<file path="src/shared/cpsc_pkg.sv">
// Constants, field positions and types of the converter control and status block.
package cpsc_pkg;

   // ==========================================================
   // Register byte offsets within the converter window.
   localparam logic [7:0] ADDR_CVSD_IN  = 8'h20;
   localparam logic [7:0] ADDR_CVSD_OUT = 8'h22;
   localparam logic [7:0] ADDR_PCM_IN   = 8'h24;
   localparam logic [7:0] ADDR_PCM_OUT  = 8'h26;
   localparam logic [7:0] ADDR_CTRL     = 8'h30;
   localparam logic [7:0] ADDR_STAT     = 8'h32;

   // ==========================================================
   // Control word layout and reset value.
   localparam int unsigned  CB_ENABLE  = 0;
   localparam int unsigned  CB_CLKEN   = 1;
   localparam int unsigned  CB_PCM_IRQ = 2;
   localparam int unsigned  CB_LVL_IRQ = 3;
   localparam int unsigned  CB_ERR_IRQ = 4;
   localparam int unsigned  CB_PCM_OUT_DMA  = 5;
   localparam int unsigned  CB_CVSD_OUT_DMA = 6;
   localparam int unsigned  CB_CVSD_IN_DMA  = 7;
   localparam int unsigned  CB_PCM_IN_DMA   = 8;
   localparam int unsigned  CB_FMT     = 10;
   localparam int unsigned  CB_CMP     = 12;
   localparam int unsigned  CB_ATT     = 13;
   localparam logic [15:0]  CTRL_RESET = 16'h0000;
   localparam logic [15:0]  CTRL_MASK  = 16'h7DFF;

   // ==========================================================
   // Status word layout and reset value.
   localparam int unsigned  SB_NE      = 0;
   localparam int unsigned  SB_NF      = 1;
   localparam int unsigned  SB_PCM     = 2;
   localparam int unsigned  SB_UNF     = 3;
   localparam int unsigned  SB_OVF     = 4;
   localparam int unsigned  FLAG_W     = 5;
   localparam logic [15:0]  STAT_RESET = 16'h0000;

   // ==========================================================
   // FIFO geometry and level thresholds.
   localparam int unsigned  FIFO_DEPTH    = 8;
   localparam int unsigned  FIFO_AW       = 3;
   localparam logic [3:0]   FIFO_FULL_CNT = 4'h8;
   localparam logic [3:0]   CNT_SAT       = 4'h7;
   localparam logic [3:0]   NF_LEVEL      = 4'h5;
   localparam logic [3:0]   NF_BELOW      = 4'h4;
   localparam logic [3:0]   NE_LEVEL      = 4'h3;
   localparam logic [3:0]   NE_ABOVE      = 4'h4;

   // ==========================================================
   // Sample format of the delta-modulation side.
   typedef enum logic [1:0] {
      FMT_MULAW  = 2'h0,
      FMT_ALAW   = 2'h1,
      FMT_LINEAR = 2'h2,
      FMT_RSVD   = 2'h3
   } cpsc_fmt_t;

endpackage

</file>
<file path="src/design/cpsc_fifo.sv">
// Eight-word FIFO with registered read data and an occupancy count.
`timescale 1ns/100ps
module cpsc_fifo
   import cpsc_pkg::*;
(
   // Clock and reset.
   input  wire logic        sys_clk_i,
   input  wire logic        srst_i,
   input  wire logic        flush_i,
   // Write side.
   input  wire logic        push_i,
   input  wire logic [15:0] wdata_i,
   // Read side.
   input  wire logic        pop_i,
   output logic      [15:0] rdata_o,
   output logic      [3:0]  count_o
);

   logic [15:0]        mem_q [FIFO_DEPTH];
   logic [FIFO_AW-1:0] wp_q;
   logic [FIFO_AW-1:0] rp_q;
   logic               do_push;
   logic               do_pop;

   // A push into a full FIFO and a pop from an empty one are dropped here.
   assign do_push = push_i && (count_o != FIFO_FULL_CNT);
   assign do_pop  = pop_i && (count_o != 4'h0);

   always_ff @(posedge sys_clk_i) begin
      if (do_push) begin
         mem_q[wp_q] <= wdata_i;
      end
   end

   always_ff @(posedge sys_clk_i) begin
      if (srst_i || flush_i) begin
         wp_q    <= '0;
         rp_q    <= '0;
         count_o <= 4'h0;
      end else begin
         if (do_push) begin
            wp_q <= wp_q + 3'h1;
         end
         if (do_pop) begin
            rp_q <= rp_q + 3'h1;
         end
         count_o <= count_o + {3'h0, do_push} - {3'h0, do_pop};
      end
   end

   always_ff @(posedge sys_clk_i) begin
      if (srst_i) begin
         rdata_o <= 16'h0000;
      end else if (do_pop) begin
         rdata_o <= mem_q[rp_q];
      end
   end

endmodule

</file>
<file path="src/design/cpsc_top.sv">
// Control, status, FIFOs and sample buffering of the speech transcoder.
//
// Behaviour
// - PCM input DMA request only when enabled
// - Format field picks mu-law, A-law, linear
// - Companding bit picks mu-law or A-law
// - Attenuation field right-shifts with sign extension
// - Log input expanded left-justified, then shifted
// - Nearly-full sets at three free words
// - Nearly-full raises interrupt and DMA when enabled
// - Status read clears nearly-full
// - Service flag set, read-cleared unless frozen
// - Underflow flag, error interrupt, freeze-protected clear
// - Overflow flag, freeze-protected read clear
// - Overflow raises error interrupt when enabled
// - Status word zero at reset and disabled
// - Input field counts free words, saturated at seven; reads zero once seven or more words are stored
// - Output field counts stored words, saturated
// - Nearly-empty sets at three words, interrupts
// - Nearly-empty raises DMA refill when enabled
// - Status read clears nearly-empty
// - Both FIFOs hold eight 16-bit words
// - Freeze stops core FIFO and PCM output register updates
`timescale 1ns/100ps
module cpsc_top
   import cpsc_pkg::*;
(
   // Clock and reset.
   input  wire logic        sys_clk_i,
   input  wire logic        srst_i,
   // Peripheral bus.
   input  wire logic [7:0]  bus_addr_i,
   input  wire logic        bus_wr_i,
   input  wire logic        bus_rd_i,
   input  wire logic [15:0] bus_wdata_i,
   output logic      [15:0] bus_rdata_o,
   output logic             bus_rvalid_o,
   // Emulator freeze.
   input  wire logic        freeze_i,
   // Converter core.
   input  wire logic        core_cvsd_pop_i,
   output logic      [15:0] core_cvsd_data_o,
   input  wire logic        core_out_push_i,
   input  wire logic [15:0] core_out_data_i,
   output logic             core_pcm_valid_o,
   output logic      [15:0] core_pcm_data_o,
   input  wire logic        core_pcm_ready_i,
   input  wire logic        core_pcm_output_reg_valid_i,
   input  wire logic [15:0] core_pcm_output_reg_data_i,
   output logic             core_clk_en_o,
   output logic      [1:0]  delta_format_select_o,
   output logic             companding_select_o,
   // Interrupt and DMA requests.
   output logic             fifo_level_irq_o,
   output logic             fifo_error_irq_o,
   output logic             pcm_irq_o,
   output logic             pcm_in_dma_req_o,
   output logic             pcm_out_dma_req_o,
   output logic             cvsd_in_dma_req_o,
   output logic             cvsd_out_dma_req_o
);

   // ==========================================================
   // Control register.
   logic [15:0]       ctrl_q;
   logic              en;
   cpsc_fmt_t         fmt;
   logic [1:0]        att;
   logic              wr_ctrl;
   logic              rd_stat;

   assign wr_ctrl = bus_wr_i && (bus_addr_i == ADDR_CTRL);
   assign rd_stat = bus_rd_i && (bus_addr_i == ADDR_STAT);
   assign en      = ctrl_q[CB_ENABLE];
   assign fmt     = cpsc_fmt_t'(ctrl_q[CB_FMT+:2]);
   assign att     = ctrl_q[CB_ATT+:2];

   always_ff @(posedge sys_clk_i) begin
      if (srst_i) begin
         ctrl_q <= CTRL_RESET;
      end else if (wr_ctrl) begin
         ctrl_q <= bus_wdata_i & CTRL_MASK;
      end
   end

   assign core_clk_en_o         = ctrl_q[CB_CLKEN];
   assign delta_format_select_o = ctrl_q[CB_FMT+:2];
   assign companding_select_o   = ctrl_q[CB_CMP];

   // ==========================================================
   // Delta-modulation FIFOs.
   logic [3:0]        in_cnt;
   logic [3:0]        out_cnt;
   logic [15:0]       out_rdata;
   logic              in_pop;
   logic              out_push;
   logic              rd_cvo;

   // Freeze keeps the core from draining or filling the FIFOs.
   assign in_pop   = core_cvsd_pop_i && !freeze_i && en;
   assign out_push = core_out_push_i && !freeze_i && en;
   assign rd_cvo   = bus_rd_i && (bus_addr_i == ADDR_CVSD_OUT);

   cpsc_fifo u_in_fifo (
      .sys_clk_i (sys_clk_i),
      .srst_i    (srst_i),
      .flush_i   (!en),
      .push_i    (bus_wr_i && (bus_addr_i == ADDR_CVSD_IN) && en),
      .wdata_i   (bus_wdata_i),
      .pop_i     (in_pop),
      .rdata_o   (core_cvsd_data_o),
      .count_o   (in_cnt)
   );

   cpsc_fifo u_out_fifo (
      .sys_clk_i (sys_clk_i),
      .srst_i    (srst_i),
      .flush_i   (!en),
      .push_i    (out_push),
      .wdata_i   (core_out_data_i),
      .pop_i     (rd_cvo && en),
      .rdata_o   (out_rdata),
      .count_o   (out_cnt)
   );

   // ==========================================================
   // PCM input conditioning.
   // Both law expansions land left-justified in 16 bits, so the low
   // two (mu-law) or three (A-law) bits come out zero.
   function automatic logic [15:0] pcm_cond(input logic [15:0] w,
                                            input cpsc_fmt_t   f,
                                            input logic [1:0]  sh);
      logic [7:0]  x;
      logic [15:0] mag;
      logic [15:0] v;
      x   = 8'h00;
      mag = 16'h0000;
      v   = w;
      if (f == FMT_MULAW) begin
         x   = ~w[7:0];
         mag = ((16'({x[3:0], 3'h0}) + 16'h0084) << x[6:4]) - 16'h0084;
         v   = x[7] ? (16'h0000 - mag) : mag;
      end else if (f == FMT_ALAW) begin
         x   = w[7:0] ^ 8'h55;
         if (x[6:4] == 3'h0) begin
            mag = 16'({x[3:0], 4'h8});
         end else begin
            mag = (16'({x[3:0], 4'h0}) + 16'h0108) << (x[6:4] - 3'h1);
         end
         v   = x[7] ? mag : (16'h0000 - mag);
      end
      return 16'($signed(v) >>> sh);
   endfunction

   // ==========================================================
   // Two-entry PCM input buffer toward the core.
   logic [15:0]       b1_q;
   logic              b1_v_q;
   logic              pcm_push;
   logic              pcm_take;
   logic [15:0]       pcm_word;

   assign pcm_word = pcm_cond(bus_wdata_i, fmt, att);
   // A write that finds both entries taken is dropped; DMA waits on room.
   assign pcm_push = bus_wr_i && (bus_addr_i == ADDR_PCM_IN) && en && !b1_v_q;
   assign pcm_take = core_pcm_valid_o && core_pcm_ready_i;

   always_ff @(posedge sys_clk_i) begin
      if (srst_i || !en) begin
         core_pcm_valid_o <= 1'b0;
         core_pcm_data_o  <= 16'h0000;
         b1_v_q           <= 1'b0;
         b1_q             <= 16'h0000;
      end else if (pcm_push && pcm_take) begin
         if (b1_v_q) begin
            core_pcm_data_o <= b1_q;
            b1_q            <= pcm_word;
         end else begin
            core_pcm_data_o <= pcm_word;
         end
      end else if (pcm_push) begin
         if (!core_pcm_valid_o) begin
            core_pcm_valid_o <= 1'b1;
            core_pcm_data_o  <= pcm_word;
         end else begin
            b1_v_q <= 1'b1;
            b1_q   <= pcm_word;
         end
      end else if (pcm_take) begin
         core_pcm_valid_o <= b1_v_q;
         core_pcm_data_o  <= b1_q;
         b1_v_q           <= 1'b0;
      end
   end

   // ==========================================================
   // PCM output holding register.
   logic [15:0]       pcm_output_reg_q;
   logic              pcm_output_reg_full_q;
   logic              pcm_output_reg_load;

   assign pcm_output_reg_load = core_pcm_output_reg_valid_i && !freeze_i && en;

   always_ff @(posedge sys_clk_i) begin
      if (srst_i || !en) begin
         pcm_output_reg_q      <= 16'h0000;
         pcm_output_reg_full_q <= 1'b0;
      end else if (pcm_output_reg_load) begin
         pcm_output_reg_q      <= core_pcm_output_reg_data_i;
         pcm_output_reg_full_q <= 1'b1;
      end else if (bus_rd_i && (bus_addr_i == ADDR_PCM_OUT)) begin
         pcm_output_reg_full_q <= 1'b0;
      end
   end

   // ==========================================================
   // Status flags.
   logic [3:0]        in_prev_q;
   logic [3:0]        out_prev_q;
   logic [FLAG_W-1:0] flag_q;
   logic [FLAG_W-1:0] set_v;
   logic [FLAG_W-1:0] clr_v;
   logic              nf_evt;
   logic              ne_evt;
   logic              unf_evt;
   logic              ovf_evt;
   logic              pcm_evt;

   always_ff @(posedge sys_clk_i) begin
      if (srst_i) begin
         in_prev_q  <= 4'h0;
         out_prev_q <= 4'h0;
      end else begin
         in_prev_q  <= in_cnt;
         out_prev_q <= out_cnt;
      end
   end

   // Level flags fire on the crossing, so a read at a steady level
   // does not immediately raise them again.
   assign nf_evt  = en && (out_cnt == NF_LEVEL) && (out_prev_q == NF_BELOW);
   assign ne_evt  = en && (in_cnt == NE_LEVEL) && (in_prev_q == NE_ABOVE);
   assign unf_evt = in_pop && (in_cnt == 4'h0);
   assign ovf_evt = out_push && (out_cnt == FIFO_FULL_CNT);
   assign pcm_evt = pcm_output_reg_load || (pcm_take && b1_v_q);

   assign set_v = {ovf_evt, unf_evt, pcm_evt, nf_evt, ne_evt};
   // Freeze protects only the error and service flags from read clearing.
   assign clr_v = {{3{rd_stat && !freeze_i}}, rd_stat, rd_stat};

   genvar gi;
   for (gi = 0; gi < FLAG_W; gi++) begin : g_flag
      always_ff @(posedge sys_clk_i) begin
         if (srst_i || !en) begin
            flag_q[gi] <= 1'b0;
         end else if (set_v[gi]) begin
            flag_q[gi] <= 1'b1;
         end else if (clr_v[gi]) begin
            flag_q[gi] <= 1'b0;
         end
      end
   end

   logic [2:0]        in_free;
   logic [2:0]        out_fill;
   logic [15:0]       stat_w;

   always_comb begin
      if (in_cnt >= CNT_SAT) begin
         in_free = 3'h0;
      end else if (in_cnt == 4'h0) begin
         in_free = 3'h7;
      end else begin
         in_free = 3'(FIFO_FULL_CNT - in_cnt);
      end
      out_fill = (out_cnt >= CNT_SAT) ? 3'h7 : out_cnt[2:0];
      stat_w   = en ? {5'h00, out_fill, in_free, flag_q} : STAT_RESET;
   end

   // ==========================================================
   // Interrupt and DMA request outputs.
   always_ff @(posedge sys_clk_i) begin
      if (srst_i) begin
         fifo_level_irq_o   <= 1'b0;
         fifo_error_irq_o   <= 1'b0;
         pcm_irq_o          <= 1'b0;
         pcm_in_dma_req_o   <= 1'b0;
         pcm_out_dma_req_o  <= 1'b0;
         cvsd_in_dma_req_o  <= 1'b0;
         cvsd_out_dma_req_o <= 1'b0;
      end else begin
         fifo_level_irq_o   <= ctrl_q[CB_LVL_IRQ] && (flag_q[SB_NF] || flag_q[SB_NE]);
         fifo_error_irq_o   <= ctrl_q[CB_ERR_IRQ] && (flag_q[SB_OVF] || flag_q[SB_UNF]);
         pcm_irq_o          <= ctrl_q[CB_PCM_IRQ] && flag_q[SB_PCM];
         pcm_in_dma_req_o   <= en && ctrl_q[CB_PCM_IN_DMA] && !b1_v_q;
         pcm_out_dma_req_o  <= en && ctrl_q[CB_PCM_OUT_DMA] && pcm_output_reg_full_q;
         cvsd_in_dma_req_o  <= ctrl_q[CB_CVSD_IN_DMA] && flag_q[SB_NE];
         cvsd_out_dma_req_o <= ctrl_q[CB_CVSD_OUT_DMA] && flag_q[SB_NF];
      end
   end

   // ==========================================================
   // Bus read path: two cycles for every address.
   // The status value is caught in the read cycle, before the clear lands.
   logic [15:0]       rd_mux;
   logic [15:0]       snap_q;
   logic              rd_q;
   logic              rd_out_q;

   always_comb begin
      case (bus_addr_i)
         ADDR_CTRL:    rd_mux = ctrl_q;
         ADDR_STAT:    rd_mux = stat_w;
         ADDR_PCM_OUT: rd_mux = pcm_output_reg_q;
         default:      rd_mux = 16'h0000;
      endcase
   end

   always_ff @(posedge sys_clk_i) begin
      if (srst_i) begin
         rd_q     <= 1'b0;
         rd_out_q <= 1'b0;
         snap_q   <= 16'h0000;
      end else begin
         rd_q     <= bus_rd_i;
         rd_out_q <= rd_cvo;
         if (bus_rd_i) begin
            snap_q <= rd_mux;
         end
      end
   end

   always_ff @(posedge sys_clk_i) begin
      if (srst_i) begin
         bus_rvalid_o <= 1'b0;
         bus_rdata_o  <= 16'h0000;
      end else begin
         bus_rvalid_o <= rd_q;
         if (rd_q) begin
            bus_rdata_o <= rd_out_q ? out_rdata : snap_q;
         end
      end
   end
endmodule

</file>
<file path="config.mk">
export PLATFORM = sky130hd
export DESIGN_NAME = cpsc_top
export DESIGN_NICKNAME = d
export VERILOG_FILES = /design/src/shared/cpsc_pkg.sv /design/src/design/cpsc_fifo.sv /design/src/design/cpsc_top.sv
export SDC_FILE = /design/constraint.sdc
export NUM_CORES = 1
export LEC_CHECK = 0
export BUFFER_PORTS_ARGS = -buffer_cell sky130_fd_sc_hd__buf_2
export CAP_MARGIN = 20
export CELL_PAD_IN_SITES_DETAIL_PLACEMENT = 2
export CELL_PAD_IN_SITES_GLOBAL_PLACEMENT = 2
export CORE_MARGIN = 5
export CORE_UTILIZATION = 47
export CTS_BUF_LIST = sky130_fd_sc_hd__clkbuf_8
export CTS_CLUSTER_DIAMETER = 40
export DETAILED_ROUTE_END_ITERATION = 8
export GPL_ROUTABILITY_DRIVEN = 0
export PLACE_DENSITY_LB_ADDON = 0.08
export SYNTH_ARGS = -nofsm -noshare
export SYNTH_HDL_FRONTEND = slang
export SYNTH_SLANG_ARGS = --single-unit
export TNS_END_PERCENT = 50
</file>
<file path="constraint.sdc">
create_clock -name sys_clk_i -period 10.23 [get_ports sys_clk_i]
set_clock_uncertainty 0.15 [all_clocks]
set_input_delay 2.046 -clock sys_clk_i [delete_from_list [all_inputs] [get_ports sys_clk_i]]
set_output_delay 2.046 -clock sys_clk_i [all_outputs]
set_load 0.1 [all_outputs]
</file>
==> results.md, run 1 <==
* Result of the run: completed
* Max clock buf depth at 3
* Detailed-route via count at 14.32k
* Die H at 212.1 µm
* Floorplan die area at 0.04499 mm²
* Post-synthesis cell area at 0.01920 mm²
* Worst-margin pin slew at 1137 ps
* Count of antenna-violating nets left after detailed routing at 0
* Yosys warns at 0
* Clock share of power at 0.427
* Most common cell in the synthesized netlist: sky130_fd_sc_hd__edfxtp_1
* Count of placed standard cells including taps at 2145
* Clock insertion delay at the later pin of the skew report at 650 ps
* Endpoints failing hold at 0
* Final critical path time including I/O delays and setup at 6316 ps
* Site Rows at 74
* Fmax at 0.1583 GHz
* Critical path endpoint category: flip-flop
* PnR worst setup slack at 3914 ps
* Register bit count reported by yosys at 428
* Mapped Nets at 1670
* Layout cell share with drive strength beyond 1 at 0.2142
* Psw at 0.9429 mW
* DRT Wirelength at 69940 µm
* Synth async-reset ratio at 0
* Utilization after layout at 0.5357
* Biggest area consumer among synthesized cells: sky130_fd_sc_hd__edfxtp_1
* Cell type of the slowest stage on the worst timing path: sky130_fd_sc_hd__ha_1
* Worst-path fanout max at 51
* Buf+Inv Stages, Crit Path at 1
* Comb pwr share at 0.070
* CTS tree: built
* Xor and xnor fraction of the mapped netlist area at 0.01225
* Standard cell area after detailed placement at 0.02025 mm²
* Synth Area in Compound Gates at 0.1200
* Number of buffers added for setup after CTS at 0
* First-pass detailed-route iteration total at 5
* Final period util at 0.6174
* Main flop type after synthesis: sky130_fd_sc_hd__edfxtp_1
* Critical Path AT at 6680 ps
* Worst hold margin at 306.3 ps
* Number of antenna violations at the first check in global routing at 2
* Total setup violations reported at the end of the flow at 0
* Max-cap violations at 0
* Top-area cell type share of the netlist area at 0.4004
* Count of unique library cells instantiated by Yosys at 99
* Power per cell area at 167.4 mW/mm²
* Kind of start point of the critical path: primary input
* Signed area change from the synthesized netlist to the final layout at 13.42%
* Port Buf Inserts at 125
* Global-route total usage across every layer at 0.3070
* Synthesized instance count at 1572
* Hpwl dp at 43380 µm
* Post-Syn Area per Cell at 12.21 µm²
* Peak supply drop at 0.1826 mV
* Internal power at 2.701 mW
* Max-Slew Margin vs Limit at 0.2376
* Seq/Total Area, Yosys at 0.5798
* Vias in the first global route at 15.82k
* CTS Buf Count at 73
* Number of instances resized during post-cts repair at 0
* DR vias/cell at 6.270
* Delay of the slowest cell on the worst path at 710 ps
* Mux contribution to synthesized area at 0.1195
* Number of enable-type register cells in the synthesized netlist at 256
* Cell types with the highest counts after synthesis: sky130_fd_sc_hd__edfxtp_1, sky130_fd_sc_hd__nor2_1, sky130_fd_sc_hd__dfxtp_1
* DRC violations left at 0
* Critical Path, Cell by Cell: buf_2 -> ha_1 -> xor2_1 -> a22oi_1 -> and2_1 -> ha_1 -> o21ai_0 -> and4bb_2 -> nor2_1 -> xor2_1 -> o2bb2ai_1 -> a221oi_2 -> mux2i_1 -> a2111oi_2
* Initial DRC Count at 1102
* Post-placement worst setup slack at 3441 ps
* Starting Density at 0.4723
* Proportion of total power due to net switching at 0.2587
* Simple-gate share of the synthesized area at 0.1126
* Clock Root Buffer: sky130_fd_sc_hd__clkbuf_8
* Main combinational cell family by area after synthesis: compound AO/OA/AOI/OAI gates
* Post-CTS Hold Buffers at 0
* Top cell family by delay on the critical path: compound AO/OA/AOI/OAI gates
* Register share of total power at 0.502
* Layout Cells excl Fill at 2284
* Sinks on the clock net at 428
* Largest net degree at the start of global routing at 54
* Net total in the final layout at 1792
* H-tree levels at 3
* Worst hold path class: reg -> reg
* Leakage power at 7.426 nW
* Final count of pins violating max slew at 0
* Overall Power at 3.644 mW
* Type of the setup path with the least slack: in -> reg
* Die extent in x at 212.1 µm
* Adder-cell share of the synthesized area at 0.02229
* Required time reported for the critical path endpoint at 10600 ps
* Setup repair after global routing missed its margin: no
* Clk slew on worst S/H paths at 60 ps
* Final std cell area, no fill at 0.02177 mm²
* Number of primary I/O pins at 126
* Core box area at 0.04065 mm²
* Total negative setup slack at 0 ps
* GR Overflow Total at 0
* Wire length of the first global-routing pass at 103000 µm
* Most area-consuming cells after synthesis: sky130_fd_sc_hd__edfxtp_1, sky130_fd_sc_hd__dfxtp_1, sky130_fd_sc_hd__mux4_2, sky130_fd_sc_hd__mux2i_1, sky130_fd_sc_hd__nor2_1
* Avg WL per Cell at 30.62 µm
## worst register-to-register path, delay by kind of cell (launching register included)
kind | cells | cell delay, ps
simple gates | 3 | 1280
compound gates | 3 | 1310
flops | 1 | 650
buf+inv | 1 | 120
fa+ha+maj | 1 | 260
## power by group through the flow
stage	logic [mW]	registers (mW)	clock network, mW
after floorplan	0.138	1.90	0
after global placement	0.235	1.87	0
after detailed placement	0.245	1.87	0
after CTS	0.250	1.83	1.59
after global routing	0.272	1.83	1.67
final	0.256	1.83	1.56
## final cells by class
type | count | area [µm²]
inverter | 31 | 116.4
timing repair buffer | 161 | 959.7
fill | 3857 | 18870
clock inverter | 49 | 276.5
antenna | 1 | 2.502
sequential | 428 | 11130
multi-input combinational | 999 | 7477
clock buffer | 83 | 1142
tap | 532 | 665.6
## flip-flops by register name, indices dropped and copies added (netlist names), 5 cells and up
signal              flops
flag_q                  5
bus_rdata_o            16
core_pcm_data_o        16
pcm_output_reg_q       16
snap_q                 16
u_out_fifo.rdata_o     16
b1_q                   16
u_in_fifo.mem_q       128
u_out_fifo.mem_q      128
u_in_fifo.rdata_o      16
ctrl_q                 14
## layer usage
layer	up-vias	routed length [µm]	GRT usage
met4	2	3327	0.1344
met5	-	20	0
met3	189	4469	0.06596
met2	569	34760	0.5232
met1	7398	27360	0.3783
li1	6162	-	-
## worst paths after layout
check / from / endpoint / slack [ps] / depth (start not counted)
max: bus_wdata_i[4] / core_pcm_data_o[6]$_SDFFE_PP0P_ / 3910 / 14
min: core_pcm_data_o[15]$_SDFFE_PP0P_ / core_pcm_data_o[15]$_SDFFE_PP0P_ / 310 / 2
max reg2reg: ctrl_q[0]$_SDFFE_PP0P_ / b1_q[7]$_SDFFE_PP0P_ / 6360 / 8
min reg2reg: core_pcm_data_o[15]$_SDFFE_PP0P_ / core_pcm_data_o[15]$_SDFFE_PP0P_ / 310 / 2
## layout by cell type (no fill, tap or decap), types with 31 or more instances in the layout
cell type | netlist | layout
sky130_fd_sc_hd__nand2_1 | 140 | 140
sky130_fd_sc_hd__o21ai_0 | 39 | 39
sky130_fd_sc_hd__edfxtp_1 | 256 | 256
sky130_fd_sc_hd__buf_2 | 8 | 124
sky130_fd_sc_hd__mux2i_1 | 69 | 69
sky130_fd_sc_hd__nor2_1 | 175 | 173
sky130_fd_sc_hd__clkbuf_8 | 1 | 83
sky130_fd_sc_hd__buf_4 | 5 | 31
sky130_fd_sc_hd__mux4_2 | 65 | 65
sky130_fd_sc_hd__inv_1 | 26 | 54
sky130_fd_sc_hd__a211oi_1 | 57 | 57
sky130_fd_sc_hd__a21oi_1 | 102 | 101
sky130_fd_sc_hd__dfxtp_1 | 172 | 169
sky130_fd_sc_hd__ha_1 | 31 | 31
## cell families (layout without fill, tap and decap cells)
group           count (synthesis)  count (layout)
flops                         428             428
compound gates                332             332
mux                           146             146
buf+inv                       145             324
other cells                     0               1
fa+ha+maj                      33              33
simple gates                  462             462
xor+xnor                       26              26
Power figures use the tool's default switching activity.
==> run 2, diff against run 1 <==
--- a/config.mk
+++ b/config.mk
@@ -10,7 +10,7 @@
 export CELL_PAD_IN_SITES_DETAIL_PLACEMENT = 2
 export CELL_PAD_IN_SITES_GLOBAL_PLACEMENT = 2
 export CORE_MARGIN = 5
-export CORE_UTILIZATION = 47
+export CORE_UTILIZATION = 43
 export CTS_BUF_LIST = sky130_fd_sc_hd__clkbuf_8
 export CTS_CLUSTER_DIAMETER = 40
 export DETAILED_ROUTE_END_ITERATION = 8
==> constraint.sdc (replaced) <==
create_clock -name sys_clk_i -period 6.52 [get_ports sys_clk_i]
set_clock_uncertainty 0.15 [all_clocks]
set_input_delay 1.304 -clock sys_clk_i [delete_from_list [all_inputs] [get_ports sys_clk_i]]
set_output_delay 1.304 -clock sys_clk_i [all_outputs]
set_load 0.1 [all_outputs]
==> results.md, run 2 (same netlist as run 1, synthesis figures left out) <==
* Result of the run: completed
* Post-placement worst setup slack at 746.5 ps
* Worst Hold Launch: pcm_output_reg_q[1]$_SDFFE_PP0P_
* Number of primary I/O pins at 126
* Number of instances resized during post-cts repair at 0
* First-pass detailed-route iteration total at 5
* Clk slew on worst S/H paths at 60 ps
* Worst reg-to-reg path cell count at 6
* Final count of pins violating max slew at 0
* Post-CTS Hold Buffers at 0
* CTS Buf Count at 77
* Total negative setup slack at 0 ps
* Most common cell after layout, fill and taps aside: sky130_fd_sc_hd__edfxtp_1
* Power per cell area at 272.4 mW/mm²
* Port Buf Inserts at 125
* DRC violations left at 0
* Worst-margin pin slew at 1007 ps
* Kind of start point of the critical path: primary input
* Multi-input logic area at 0.007462 mm²
* GR Overflow Total at 0
* Fmax at 0.1937 GHz
* Largest net degree at the start of global routing at 58
* Critical Path AT at 5530 ps
* Layout Cells excl Fill at 2366
* Sinks on the clock net at 428
* Final critical path time including I/O delays and setup at 5164 ps
* Vias in the first global route at 15.42k
* Net total in the final layout at 1804
* Total setup violations reported at the end of the flow at 0
* Detailed-route via count at 13.95k
* Clock Root Buffer: sky130_fd_sc_hd__clkbuf_8
* Die extent in x at 221.3 µm
* Worst hold path class: reg -> reg
* Signed area change from the synthesized netlist to the final layout at 15.25%
* GR Layer Usage met2 at 0.4286
* Leakage power at 7.586 nW
* Terminus of the critical flop-to-flop path: u_in_fifo.mem_q[4][13]$_DFFE_PP_
* H-tree levels at 3
* Registers with the highest flip-flop counts: u_in_fifo.mem_q x128, u_out_fifo.mem_q x128
* Critical path endpoint category: flip-flop
* Max-cap violations at 0
* Count of fill cells added during filler insertion at 4279
* Layout cell share with drive strength beyond 1 at 0.2242
* Hpwl dp at 42060 µm
* DRT Wirelength at 63360 µm
* Peak supply drop at 0.1542 mV
* Floorplan die area at 0.04897 mm²
* Overall Power at 6.028 mW
* DR vias/cell at 5.896
* Count of placed standard cells including taps at 2218
* CTS tree: built
* Global-route total usage across every layer at 0.2554
* FF-to-FF setup slack at 2960 ps
* End point of the most critical hold path: pcm_output_reg_q[1]$_SDFFE_PP0P_
* Core box area at 0.04422 mm²
* Top library cells by usage in the layout, fill and taps aside: sky130_fd_sc_hd__edfxtp_1, sky130_fd_sc_hd__nor2_1, sky130_fd_sc_hd__dfxtp_1
* Most Crowded Layer GR: met2
* Final period util at 0.7920
* Required time reported for the critical path endpoint at 6880 ps
* PnR worst setup slack at 1356 ps
* Clock insertion delay at the later pin of the skew report at 670 ps
* Register Area at 0.01113 mm²
* Number of cells on the worst hold path at 2
* Max-Slew Margin vs Limit at 0.3279
* Number of antenna violations at the first check in global routing at 4
* Initial DRC Count at 932
* Type of the setup path with the least slack: in -> reg
* Endpoints failing hold at 0
* Starting Density at 0.4341
* Die H at 221.3 µm
* Avg WL per Cell at 26.78 µm
* Worst-path fanout max at 30
* Number of buffers added for setup after CTS at 0
* Met1 usage at 0.3334
* Launching point of the worst reg2reg path: ctrl_q[0]$_SDFFE_PP0P_
* Count of antenna-violating nets left after detailed routing at 0
* Setup repair after global routing missed its margin: no
* Max clock buf depth at 3
* Delay of the slowest cell on the worst path at 570 ps
* Wire length of the first global-routing pass at 97060 µm
* Site Rows at 77
* Critical Path, Cell by Cell: buf_2 -> inv_1 -> ha_1 -> xor2_1 -> a22oi_1 -> and2_1 -> ha_1 -> o21ai_0 -> and4bb_2 -> a21oi_1 -> xnor2_1 -> a22oi_1 -> o211a_1 -> mux4_2 -> mux2i_1 -> nor2_1
* Cell type of the slowest stage on the worst timing path: sky130_fd_sc_hd__xor2_1
* Met3 track demand over resource at 0.04771
run 2: cell type report:
class | instances | area share
sequential | 428 | 0.5032
multi-input combinational | 999 | 0.3373
clock buffer | 91 | 0.05660
timing repair buffer | 169 | 0.04411
tap | 592 | 0.03348
clock inverter | 53 | 0.01979
inverter | 31 | 0.005259
antenna | 3 | 0.0003393
run 2: through the flow:
| stage | instance area, µm² | hold WS [ps] | utilization |
|---|---|---|---|
| global placement | 20400 | 292.8 | 0.4612 |
| global route | 22130 | 336.4 | 0.5004 |
| CTS | 22090 | 316.0 | 0.4996 |
| finish | 22130 | 315.0 | 0.5004 |
| floorplan | 19200 | 268.6 | - |
| detailed placement | 20400 | 301.6 | 0.4613 |
run 2: worst max-delay path: cells and delay by family:
kind	cells	cell delay [ps]
buf+inv	2	730
simple gates	3	590
xor+xnor	2	710
mux	2	650
fa+ha+maj	2	710
compound gates	5	820
run 2: power by group:
part / switching, mW / total [mW] / internal, mW / leakage [nW]
Clock: 1.20 / 2.76 / 1.56 / 0.944
Sequential: 0.00457 / 2.87 / 2.87 / 3.69
Combinational: 0.276 / 0.397 / 0.121 / 2.95
Total: 1.48 / 6.03 / 4.55 / 7.59
run 2: worst max path at each step:
stage                   start                               to  depth (start not counted)
2_1_floorplan  bus_wdata_i[5]            b1_q[11]$_SDFFE_PP0P_                         18
4_1_cts        bus_wdata_i[5]            b1_q[11]$_SDFFE_PP0P_                         16
5_1_grt        bus_wdata_i[5]            b1_q[11]$_SDFFE_PP0P_                         16
3_3_place_gp   bus_wdata_i[5]            b1_q[11]$_SDFFE_PP0P_                         16
6_report       bus_wdata_i[5]            b1_q[11]$_SDFFE_PP0P_                         16
3_5_place_dp   bus_wdata_i[5]  core_pcm_data_o[6]$_SDFFE_PP0P_                         15
run 2: routing by layer:
layer	routed length (µm)	part of all wire
met4	1965	0.031
met2	30940	0.49
met1	27390	0.43
met3	3063	0.048
met5	0	0
==> run 3, diff against run 2 <==
--- a/config.mk
+++ b/config.mk
@@ -10,7 +10,7 @@
 export CELL_PAD_IN_SITES_DETAIL_PLACEMENT = 2
 export CELL_PAD_IN_SITES_GLOBAL_PLACEMENT = 2
 export CORE_MARGIN = 5
-export CORE_UTILIZATION = 43
+export CORE_UTILIZATION = 39
 export CTS_BUF_LIST = sky130_fd_sc_hd__clkbuf_8
 export CTS_CLUSTER_DIAMETER = 40
 export DETAILED_ROUTE_END_ITERATION = 8
==> constraint.sdc (replaced) <==
create_clock -name sys_clk_i -period 4.65 [get_ports sys_clk_i]
set_clock_uncertainty 0.15 [all_clocks]
set_input_delay 0.93 -clock sys_clk_i [delete_from_list [all_inputs] [get_ports sys_clk_i]]
set_output_delay 0.93 -clock sys_clk_i [all_outputs]
set_load 0.1 [all_outputs]
==> results.md, run 3 (same netlist as run 1, synthesis figures left out) <==
* Result of the run: completed
* Endpoints failing hold at 0
* Global-route total usage across every layer at 0.2288
* Signed area change from the synthesized netlist to the final layout at 17.12%
* Final critical path time including I/O delays and setup at 3940 ps
* Floorplan die area at 0.05376 mm²
* Leakage power at 7.761 nW
* Initial DRC Count at 855
* Clock share of power at 0.449
* Worst hold path class: reg -> reg
* Worst-path fanout max at 16
* First-pass detailed-route iteration total at 5
* CTS tree: built
* Critical Path AT at 4290 ps
* Critical path endpoint category: flip-flop
* Proportion of total power due to net switching at 0.2469
* Count of antenna-violating nets left after detailed routing at 0
* Worst-margin pin slew at 1118 ps
* Vias in the first global route at 15.16k
* Total negative setup slack at 0 ps
* H-tree levels at 3
* Comb pwr share at 0.071
* Number of instances resized during post-cts repair at 0
* Number of antenna violations at the first check in global routing at 5
* Core box area at 0.04885 mm²
* Power per cell area at 374.1 mW/mm²
* Terminus of the critical flop-to-flop path: core_pcm_data_o[12]$_SDFFE_PP0P_
* Max-cap violations at 0
* Count of placed standard cells including taps at 2330
* Starting Density at 0.3930
* Register share of total power at 0.480
* Hpwl dp at 43920 µm
* Net total in the final layout at 1846
* GR Overflow Total at 0
* FF-to-FF setup slack at 1210 ps
* Setup repair after global routing missed its margin: no
* Met1 usage at 0.3089
* Largest net degree at the start of global routing at 95
* Detailed-route via count at 13.82k
* Avg WL per Cell at 25.22 µm
* Fmax at 0.2538 GHz
* DRC violations left at 0
* Max clock buf depth at 3
* Type of the setup path with the least slack: in -> reg
* End point of the most critical hold path: core_pcm_data_o[15]$_SDFFE_PP0P_
* Wire length of the first global-routing pass at 94120 µm
* Clk slew on worst S/H paths at 60 ps
* Registers with the highest flip-flop counts: u_in_fifo.mem_q x128, u_out_fifo.mem_q x128
* Required time reported for the critical path endpoint at 5000 ps
* Total setup violations reported at the end of the flow at 0
* Number of primary I/O pins at 126
* GR Layer Usage met2 at 0.3840
* Peak supply drop at 0.3487 mV
* Worst Hold Launch: core_pcm_data_o[15]$_SDFFE_PP0P_
* Die H at 231.9 µm
* Most common cell after layout, fill and taps aside: sky130_fd_sc_hd__edfxtp_1
* DRT Wirelength at 62480 µm
* Layout cell share with drive strength beyond 1 at 0.2450
* Internal power at 6.334 mW
* Number of cells on the worst hold path at 2
* Layout Cells excl Fill at 2477
* CTS Buf Count at 80
* Most Crowded Layer GR: met2
* DR vias/cell at 5.579
* Die extent in x at 231.9 µm
* Final period util at 0.8473
* Kind of start point of the critical path: primary input
* Number of buffers added for setup after CTS at 0
* Port Buf Inserts at 125
* Launching point of the worst reg2reg path: ctrl_q[10]$_SDFFE_PP0P_
* Sinks on the clock net at 428
* Worst reg-to-reg path cell count at 9
* Clock insertion delay at the later pin of the skew report at 660 ps
* Psw at 2.077 mW
* Final count of pins violating max slew at 0
* Top library cells by usage in the layout, fill and taps aside: sky130_fd_sc_hd__edfxtp_1, sky130_fd_sc_hd__nor2_1, sky130_fd_sc_hd__dfxtp_1
* Post-CTS Hold Buffers at 0
* Met3 track demand over resource at 0.04524
* Max-Slew Margin vs Limit at 0.2547
* Clock Root Buffer: sky130_fd_sc_hd__clkbuf_8
* Site Rows at 81
==> run 3: changes by cell type in the layout (fill, tap and decap cells not counted), moves of 2 or more <==
cell	before	now
sky130_fd_sc_hd__buf_4	43	83
sky130_fd_sc_hd__clkinv_1	11	7
sky130_fd_sc_hd__clkinvlp_4	3	7
sky130_fd_sc_hd__bufinv_16	7	5
sky130_fd_sc_hd__clkbuf_8	91	93
sky130_fd_sc_hd__clkinv_2	7	9
sky130_fd_sc_hd__clkinv_8	2	0
sky130_fd_sc_hd__diode_2	3	1
==> run 3: worst max-delay path, cell delays in order <==
cell and delay (ps):
sky130_fd_sc_hd__buf_2 150, sky130_fd_sc_hd__inv_2 60, sky130_fd_sc_hd__ha_1 410, sky130_fd_sc_hd__buf_4 250, sky130_fd_sc_hd__or4b_1 540, sky130_fd_sc_hd__a41oi_1 250, sky130_fd_sc_hd__o22a_1 210, sky130_fd_sc_hd__and4_1 250
sky130_fd_sc_hd__a221oi_1 90, sky130_fd_sc_hd__a211o_1 250, sky130_fd_sc_hd__o311a_1 170, sky130_fd_sc_hd__mux4_2 520, sky130_fd_sc_hd__mux2i_1 150, sky130_fd_sc_hd__nor2_1 60
==> run 3: power by group through the flow <==
| stage | combinational (mW) | sequential, mW | clock, mW |
|---|---|---|---|
| finish | 0.600 | 4.03 | 3.78 |
| global placement | 0.577 | 4.11 | 0 |
| detailed placement | 0.592 | 4.11 | 0 |
| CTS | 0.596 | 4.03 | 3.89 |
| floorplan | 0.304 | 4.17 | 0 |
| global route | 0.640 | 4.03 | 4.07 |
==> run 3: layout make-up <==
| cell class | instances | area, µm² |
|---|---|---|
| inverters | 31 | 116.4 |
| flip-flops and latches | 428 | 11130 |
| repair buffers | 208 | 1264 |
| clock buffers | 93 | 1280 |
| diodes | 1 | 2.502 |
| multi-input cells | 999 | 7467 |
| clock inverters | 53 | 390.4 |
| fillers | 4942 | 26360 |
| well taps | 664 | 830.8 |
==> run 3: worst max path at each step <==
stage,startpoint,to,slack (ps),depth (start not counted)
floorplan,bus_wdata_i[5],b1_q[11]$_SDFFE_PP0P_,280,18
global placement,bus_wdata_i[4],b1_q[11]$_SDFFE_PP0P_,230,14
detailed placement,bus_wdata_i[4],b1_q[11]$_SDFFE_PP0P_,110,14
CTS,bus_wdata_i[5],b1_q[11]$_SDFFE_PP0P_,770,14
global route,bus_wdata_i[5],b1_q[11]$_SDFFE_PP0P_,510,17
finish,bus_wdata_i[4],b1_q[11]$_SDFFE_PP0P_,710,14
==> run 3: per-layer routing <==
layer	vias to the layer above	part of all wire
li1	6284	-
met4	2	0.017
met2	326	0.49
met3	77	0.049
met5	-	0.00021
met1	7130	0.45
==> run 3: metrics by stage <==
stage / area (µm²) / hold WS, ps / total power [mW] / setup slack [ps] / util
final: 22490 / 306.0 / 8.411 / 710.2 / 0.4603
after global routing: 22490 / 327.6 / 8.742 / 509.4 / 0.4603
after CTS: 22480 / 310.8 / 8.519 / 772.2 / 0.4602
after detailed placement: 20810 / 299.7 / 4.706 / 110.2 / 0.4261
after global placement: 20810 / 292.2 / 4.690 / 228.1 / 0.4261
after floorplan: 19200 / 268.6 / 4.475 / 282.0 / -
